### src/pkg/light_pkg.sv
// Constants and carriers shared by the light conversion control block.
// Assumes a single 10 MHz system clock; all times are derived from it.
package light_pkg;

    ////////////////////////////////////////////////////////////////////////////
    // Timing.
    localparam int CLK_PERIOD_NS  = 100;
    localparam int TICK_NS        = 1_000_000;
    // One millisecond tick, rounded up to whole clock cycles.
    localparam int TICK_CYCLES    = (TICK_NS + CLK_PERIOD_NS - 1) / CLK_PERIOD_NS;
    localparam int SHORT_CONV_MS  = 100;
    localparam int LONG_CONV_MS   = 800;
    localparam int MS_CNT_W       = 10;
    localparam int DIV_CNT_W      = 16;

    ////////////////////////////////////////////////////////////////////////////
    // Field positions of the conversion control word.
    localparam int SCALE_MSB      = 15;
    localparam int SCALE_LSB      = 12;
    localparam int INTEG_BIT      = 11;
    localparam int MODE_MSB       = 10;
    localparam int MODE_LSB       = 9;
    localparam int OVERLOAD_BIT   = 8;
    localparam int DONE_BIT       = 7;

    ////////////////////////////////////////////////////////////////////////////
    // Codes and reset values.
    localparam logic [3:0]  SCALE_AUTO     = 4'hC;
    localparam logic [3:0]  SCALE_MAX      = 4'hB;
    localparam logic [3:0]  SCALE_MIN      = 4'h0;
    localparam logic [1:0]  MODE_SHUTDOWN  = 2'h0;
    localparam logic [1:0]  MODE_SINGLE    = 2'h1;
    localparam logic [15:0] CTRL_RESET     = 16'hC810;
    localparam logic [4:0]  AUX_RESET      = 5'h10;
    localparam logic [11:0] MANT_FULL      = 12'hFFF;

    ////////////////////////////////////////////////////////////////////////////
    // Carriers.
    typedef struct packed {
        logic [3:0] scale_code;
        logic       integration_length;
        logic [1:0] mode;
        logic       overload_flag;
        logic       done_flag;
        logic       above_limit_flag;
        logic       below_limit_flag;
        logic [4:0] aux_fields;
    } ctrl_word_t;

    typedef struct packed {
        logic [3:0]  exponent;
        logic [11:0] mantissa;
    } result_word_t;

endpackage

### src/core/conversion_timer.sv
// Conversion length timer: a millisecond enable divider and a millisecond counter.
// Assumes restart_i and run_i come from flip-flops of the control block.
`timescale 1ns/100ps
module conversion_timer #(
    parameter int TICK_CYCLES = light_pkg::TICK_CYCLES
) (
    input  wire logic clk_sys_i,
    input  wire logic arst_n_i,
    input  wire logic run_i,
    input  wire logic restart_i,
    input  wire logic long_i,
    output logic      expire_o
);

    typedef struct packed {
        logic [light_pkg::DIV_CNT_W-1:0] div_cnt;
        logic [light_pkg::MS_CNT_W-1:0]  ms_cnt;
        logic                            expire;
    } timer_state_t;

    localparam logic [light_pkg::DIV_CNT_W-1:0] DIV_LAST =
        light_pkg::DIV_CNT_W'(TICK_CYCLES - 1);
    localparam logic [light_pkg::MS_CNT_W-1:0] SHORT_LAST =
        light_pkg::MS_CNT_W'(light_pkg::SHORT_CONV_MS - 1);
    localparam logic [light_pkg::MS_CNT_W-1:0] LONG_LAST =
        light_pkg::MS_CNT_W'(light_pkg::LONG_CONV_MS - 1);

    timer_state_t st_reg;
    timer_state_t st_next;

    always_comb begin
        st_next        = st_reg;
        st_next.expire = 1'b0;
        if (!run_i || restart_i) begin
            st_next.div_cnt = '0;
            st_next.ms_cnt  = '0;
        end else if (st_reg.div_cnt == DIV_LAST) begin
            st_next.div_cnt = '0;
            if (st_reg.ms_cnt == (long_i ? LONG_LAST : SHORT_LAST)) begin
                st_next.ms_cnt = '0;
                st_next.expire = 1'b1;
            end else begin
                st_next.ms_cnt = st_reg.ms_cnt + 1'b1;
            end
        end else begin
            st_next.div_cnt = st_reg.div_cnt + 1'b1;
        end
    end

    always_ff @(posedge clk_sys_i or negedge arst_n_i) begin
        if (!arst_n_i) begin
            st_reg <= '0;
        end else begin
            st_reg <= st_next;
        end
    end

    assign expire_o = st_reg.expire;

endmodule

### src/core/light_conversion_control.sv
// Conversion control of an ambient-light sensor: control word, mode sequencing,
// automatic range escalation, overload flag and result word.
// Assumes a serial front end delivers whole 16-bit accesses as strobes, and an
// analog converter reports overload as a level and its mantissa at the end.
// What this block does
// - Four-bit read/write scale code in bits 15:12, reset to automatic code 1100b.
// - Scale code 1100b picks range automatically, reported in the result exponent.
// - Bit 11 selects conversion length: zero 100 ms, one 800 ms; resets one.
// - Short length drops resolution: one bit range 5, two bits 1-4, three range 0.
// - Result layout and LSB weight never change with conversion length.
// - Mode bits 10:9 reset 00b: shutdown, 01b single-shot, 1xb continuous.
// - Single-shot reads 01b while running, then returns itself to 00b.
// - Entering shutdown leaves done and limit flags untouched.
// - Read-only overload bit 8 is re-evaluated at the end of every conversion.
// - Manual range may flag overload after a transient even if result fits.
// - Automatic range flags overload only beyond the maximum range's full scale.
// - Automatic overload below maximum aborts, steps range up, restarts; flag at end.
// - A control word write aborts a running conversion; restarts if mode asks.
// - Done bit sets at conversion end; clears on read or non-shutdown write.
// - Result holds 4-bit exponent above 12-bit straight-binary mantissa.
`timescale 1ns/100ps
module light_conversion_control #(
    parameter int TICK_CYCLES = light_pkg::TICK_CYCLES
) (
    input  wire logic        clk_sys_i,
    input  wire logic        arst_n_i,
    input  wire logic        wr_en_i,
    input  wire logic [15:0] wr_data_i,
    input  wire logic        rd_en_i,
    input  wire logic        above_limit_flag_i,
    input  wire logic        below_limit_flag_i,
    input  wire logic        adc_overload_i,
    input  wire logic [11:0] adc_mantissa_i,
    output logic [15:0]      rd_data_o,
    output logic [15:0]      result_o,
    output logic             done_pulse_o,
    output logic             adc_run_o,
    output logic             adc_restart_o,
    output logic [3:0]       adc_range_o,
    output logic [4:0]       aux_fields_o
);

    typedef enum logic { ST_IDLE, ST_RUN } conv_state_t;

    typedef struct packed {
        conv_state_t               state;
        light_pkg::ctrl_word_t     ctrl;
        light_pkg::result_word_t   result;
        logic [3:0]                cur_range;
        logic                      ovl_seen;
        logic                      restart;
        logic                      done_pulse;
        logic [15:0]               rd_word;
    } ctrl_state_t;

    ctrl_state_t st_reg;
    ctrl_state_t st_next;
    logic        expire;

    ////////////////////////////////////////////////////////////////////////////
    // Helpers.

    function automatic logic [11:0] resolution_mask(input logic [3:0] range,
                                                    input logic       long_len);
        logic [11:0] mask;
        mask = light_pkg::MANT_FULL;
        if (!long_len) begin
            if (range == 4'h0) begin
                mask = 12'hFF8;
            end else if (range <= 4'h4) begin
                mask = 12'hFFC;
            end else if (range == 4'h5) begin
                mask = 12'hFFE;
            end
        end
        return mask;
    endfunction

    // The first range of a conversion: the lowest one when ranging automatically.
    function automatic logic [3:0] first_range(input logic [3:0] scale);
        return (scale == light_pkg::SCALE_AUTO) ? light_pkg::SCALE_MIN : scale;
    endfunction

    ////////////////////////////////////////////////////////////////////////////
    // Conversion length timer.

    conversion_timer #(
        .TICK_CYCLES (TICK_CYCLES)
    ) u_timer (
        .clk_sys_i (clk_sys_i),
        .arst_n_i  (arst_n_i),
        .run_i     (st_reg.state == ST_RUN),
        .restart_i (st_reg.restart),
        .long_i    (st_reg.ctrl.integration_length),
        .expire_o  (expire)
    );

    ////////////////////////////////////////////////////////////////////////////
    // Next state.

    always_comb begin
        logic auto_mode;
        logic clear_done;
        logic set_done;
        auto_mode  = 1'b0;
        clear_done = 1'b0;
        set_done   = 1'b0;

        st_next            = st_reg;
        st_next.restart    = 1'b0;
        st_next.done_pulse = 1'b0;
        st_next.ctrl.above_limit_flag = above_limit_flag_i;
        st_next.ctrl.below_limit_flag = below_limit_flag_i;

        if (rd_en_i) begin
            clear_done = 1'b1;
        end

        if (wr_en_i) begin
            st_next.ctrl.scale_code =
                wr_data_i[light_pkg::SCALE_MSB:light_pkg::SCALE_LSB];
            st_next.ctrl.integration_length = wr_data_i[light_pkg::INTEG_BIT];
            st_next.ctrl.mode = wr_data_i[light_pkg::MODE_MSB:light_pkg::MODE_LSB];
            st_next.ctrl.aux_fields = wr_data_i[4:0];
            if (wr_data_i[light_pkg::MODE_MSB:light_pkg::MODE_LSB] ==
                light_pkg::MODE_SHUTDOWN) begin
                st_next.state = ST_IDLE;
            end else begin
                clear_done        = 1'b1;
                st_next.state     = ST_RUN;
                st_next.restart   = 1'b1;
                st_next.ovl_seen  = 1'b0;
                st_next.cur_range = first_range(
                    wr_data_i[light_pkg::SCALE_MSB:light_pkg::SCALE_LSB]);
            end
        end else if (st_reg.state == ST_RUN && !st_reg.restart) begin
            auto_mode = (st_reg.ctrl.scale_code == light_pkg::SCALE_AUTO);
            if (adc_overload_i && auto_mode &&
                st_reg.cur_range < light_pkg::SCALE_MAX) begin
                st_next.cur_range = st_reg.cur_range + 1'b1;
                st_next.restart   = 1'b1;
            end else if (expire) begin
                st_next.ctrl.overload_flag = st_reg.ovl_seen || adc_overload_i;
                st_next.result.exponent = st_reg.cur_range;
                st_next.result.mantissa = adc_mantissa_i & resolution_mask(
                    st_reg.cur_range, st_reg.ctrl.integration_length);
                set_done           = 1'b1;
                st_next.done_pulse = 1'b1;
                st_next.ovl_seen   = 1'b0;
                if (st_reg.ctrl.mode == light_pkg::MODE_SINGLE) begin
                    st_next.ctrl.mode = light_pkg::MODE_SHUTDOWN;
                    st_next.state     = ST_IDLE;
                end else begin
                    st_next.restart   = 1'b1;
                    st_next.cur_range = first_range(st_reg.ctrl.scale_code);
                end
            end else if (adc_overload_i) begin
                st_next.ovl_seen = 1'b1;
            end
        end

        if (set_done) begin
            st_next.ctrl.done_flag = 1'b1;
        end else if (clear_done) begin
            st_next.ctrl.done_flag = 1'b0;
        end

        st_next.rd_word = st_next.ctrl;
    end

    ////////////////////////////////////////////////////////////////////////////
    // State register.

    always_ff @(posedge clk_sys_i or negedge arst_n_i) begin
        if (!arst_n_i) begin
            st_reg                         <= '0;
            st_reg.state                   <= ST_IDLE;
            st_reg.ctrl                    <= light_pkg::CTRL_RESET;
            st_reg.ctrl.aux_fields         <= light_pkg::AUX_RESET;
            st_reg.cur_range               <= light_pkg::SCALE_MIN;
            st_reg.rd_word                 <= light_pkg::CTRL_RESET;
        end else begin
            st_reg <= st_next;
        end
    end

    ////////////////////////////////////////////////////////////////////////////
    // Outputs, all straight from the state register.

    assign rd_data_o     = st_reg.rd_word;
    assign result_o      = st_reg.result;
    assign done_pulse_o  = st_reg.done_pulse;
    assign adc_run_o     = (st_reg.state == ST_RUN);
    assign adc_restart_o = st_reg.restart;
    assign adc_range_o   = st_reg.cur_range;
    assign aux_fields_o  = st_reg.ctrl.aux_fields;

endmodule

### config.mk
export PLATFORM = sky130hd
export DESIGN_NAME = light_conversion_control
export DESIGN_NICKNAME = d
export VERILOG_FILES = /design/src/pkg/light_pkg.sv /design/src/core/conversion_timer.sv /design/src/core/light_conversion_control.sv
export SDC_FILE = /design/constraint.sdc
export NUM_CORES = 1
export LEC_CHECK = 0
export ABC_AREA = 1
export BUFFER_PORTS_ARGS = -buffer_cell sky130_fd_sc_hd__buf_2
export CORE_MARGIN = 3
export CORE_UTILIZATION = 55
export DETAILED_ROUTE_END_ITERATION = 7
export PLACE_DENSITY = 0.78
export SYNTH_ARGS = -nofsm -noshare
export SYNTH_HDL_FRONTEND = slang
export SYNTH_SLANG_ARGS = --single-unit
### constraint.sdc
create_clock -name clk_sys_i -period 1.75 [get_ports clk_sys_i]
set_input_delay 0 -clock clk_sys_i [delete_from_list [all_inputs] [get_ports clk_sys_i]]
set_output_delay 0 -clock clk_sys_i [all_outputs]
set_load 0.05 [all_outputs]
==> impl_metrics.json <==
{
  "power_frac_seq": 0.483,
  "start_util": 0.587,
  "mostFrequentLayoutCells": "nand2_1 (143), buf_2 (74), dfrtp_1 (63)",
  "design_area_um2": 4510,
  "wl_per_cell_um": 13.4,
  "clockBufferDepth": 2,
  "drtPass1Iterations": 4,
  "route.detailed.drc": 0,
  "max-cap-violations": 0,
  "clock_skew_ns": 0.00733,
  "globalRouteOverflowTotal": 0,
  "power.share.switching": 0.322,
  "ys_ff_latch": 67,
  "period_minus_slack_ns": 1.56,
  "hold_end": "rd_data_o[11]",
  "rsz0062_at_grt": "no",
  "hpwlAfterDp_um": 5930,
  "drive_gt1_frac": 0.264,
  "place.gp.congestion": 0.885,
  "hold_violations": 0,
  "p_per_area_nw_per_um2": 757,
  "die_w_um": 89.7,
  "largest_register_ffs": 26,
  "min_path_type": "in -> reg",
  "nets": 585,
  "hold_depth": 3,
  "grt_busiest_layer": "met2",
  "cp-start-kind": "flip-flop",
  "worstHoldStart": "wr_en_i",
  "p_sw_w": 0.00110,
  "cp_max_fo": 13,
  "port_buffers": 74,
  "postSynthCellCount": 471,
  "reg2reg_slack_ns": 0.19,
  "cts_tree": "built",
  "ant_nets": 0,
  "peakVddDrop_mv": 0.384,
  "grt_max_degree": 29,
  "h-tree-depth": 3,
  "cts_buffers": 9,
  "p_clk_frac": 0.328,
  "crit_arrival_ns": 1.82,
  "grt.met1_usage": 0.261,
  "area_growth_pct": 17.1,
  "power.internal_w": 0.00231,
  "diodes": 0,
  "slew_headroom": 0.721,
  "ys_seq_area_frac": 0.437,
  "r2r_start": "u_timer.st_reg[11]",
  "antenna_found_initial": 0,
  "core_um2": 6570,
  "comb_power_share": 0.189,
  "syn_area_um2": 3850,
  "met2_usage": 0.402,
  "syn-num-nets": 511,
  "setup_ws_ns": 0.186,
  "pin_count": 79,
  "slew_viol_final": 0,
  "tightest_slew_ns": 0.419,
  "finalPower_w": 0.00341,
  "endpoint_kind": "flip-flop",
  "p_leak_nw": 2.28,
  "place_ws_ns": 0.198,
  "report.final.setup_viol": 0,
  "grt_usage": 0.228,
  "num_vias": 3267,
  "finalWirelength_um": 8630,
  "fmax_mhz": 640,
  "nFillCells": 492,
  "postSynthAreaPerCell_um2": 8.18,
  "crit-reg2reg-capture": "u_timer.st_reg[24]",
  "die_area_um2": 8040,
  "fp.dieH_um": 89.7,
  "row_count": 29,
  "final_common_cell": "nand2_1",
  "outcome": "completed",
  "grt_pass1_wl_um": 14200,
  "r2r_cells": 8,
  "grt_pass1_vias": 3202,
  "clkTransAtPathRegs_ns": 0.07,
  "drtIter0Drc": 177,
  "clk_latency_ns": 0.34,
  "cts_sinks": 67,
  "yosysWarnings": 0,
  "cp.required_ns": 2.00,
  "whs_ns": 0.0124,
  "grt_util_met3": 0.0456,
  "fin_tns_setup_ns": 0,
  "synth_cell_types": 37,
  "post-route-period-util": 0.894,
  "dpl_cell_area_um2": 4020,
  "viasPerCell": 5.08,
  "critPathKind": "reg -> reg",
  "cts_root_buf": "clkbuf_8"
}
[critical path, cell delays in order, from the launching register on]
cell and delay (ns):
dfrtp_1 0.41, ha_1 0.23, nand2_2 0.12, nor2_4 0.04
inv_2 0.07, nor2_4 0.04, nand2_4 0.18, nand2_2 0.16
nor3b_1 0.23
[kinds of logic after synthesis]
kind of cell             count (synthesis)  share of synthesized area
adder cells (fa/ha/maj)                  5                     0.0162
buffers and inverters                   91                      0.140
flip-flops                              67                      0.437
XOR/XNOR                                 9                     0.0205
AO/OA/AOI/OAI                           27                     0.0455
AND/OR/NAND/NOR                        272                      0.341
[Yosys cell counts]
library cell	count	area [µm²]
nand3_4	1	17.5
nand3b_1	7	52.6
dfstp_2	4	105
dfrtp_1	63	1580
nor2_2	7	43.8
xor2_1	6	52.6
clkinv_4	1	8.76
o21ai_2	3	26.3
a211oi_1	1	7.51
a21oi_1	3	15.0
buf_6	5	56.3
nor3_2	3	30.0
nor2_8	1	20.0
nor3b_2	1	12.5
clkbuf_1	2	7.51
inv_2	9	33.8
nand2_4	3	33.8
a31oi_1	2	12.5
nor2_1	37	139
nand3_2	2	20.0
nand2_2	7	43.8
ha_1	5	62.6
nor3b_1	3	22.5
inv_1	32	120
o31ai_1	3	22.5
nor2_4	7	78.8
o21ai_0	9	45.0
o21bai_1	2	15.0
nor3_1	4	20.0
nand2_1	143	537
nand4_1	11	68.8
o21ai_1	3	15.0
buf_4	41	308
o21ai_4	1	16.3
nand3_1	35	175
buf_2	1	5.00
xnor2_1	3	26.3
[how the worst max path moves through the flow]
stage / from / endpoint
after floorplan: adc_run_o / result_o[2]
after global placement: adc_range_o[0] / st_reg[18]
after detailed placement: u_timer.st_reg[11] / u_timer.st_reg[24]
after CTS: u_timer.st_reg[11] / u_timer.st_reg[24]
after global routing: u_timer.st_reg[11] / u_timer.st_reg[24]
final: u_timer.st_reg[11] / u_timer.st_reg[24]
[stage by stage]
step | std cells | utilization
finish | 643 | 0.687
global route | 643 | 0.687
CTS | 643 | 0.687
detailed placement | 595 | 0.612
global placement | 595 | 0.612
floorplan | 471 | -
[power by group through the flow]
stage / Clock, W / Sequential (W) / Combinational (W)
2_1_floorplan: 0 / 0.00169 / 0.000451
5_1_grt: 0.00121 / 0.00166 / 0.000702
3_5_place_dp: 0 / 0.00168 / 0.000588
4_1_cts: 0.00113 / 0.00165 / 0.000647
3_3_place_gp: 0 / 0.00167 / 0.000578
6_report: 0.00112 / 0.00165 / 0.000646
[area by class of cell]
type	instances	area, µm²	share of cell area
multi-input cells	313	1630	0.362
clock inverters	6	42.5	0.00943
repair buffers	112	748	0.166
clock buffers	10	128	0.0283
well taps	93	116	0.0258
inverters	42	163	0.0361
flip-flops and latches	67	1680	0.373
[routing by layer]
metal  vias to the layer above  part of all wire
met5                         -                 0
met4                         0             0.025
met3                        19             0.053
met2                       106              0.51
met1                      1539              0.42
li1                       1603                 -
[what timing repair did]
action,4_1_cts,5_1_grt
hold buffers,32,0
setup buffers,0,0
endpoints found under the setup margin,0,0
gates resized for setup,0,0
endpoints found under the hold margin,70,0
Power figures use the tool's default switching activity.
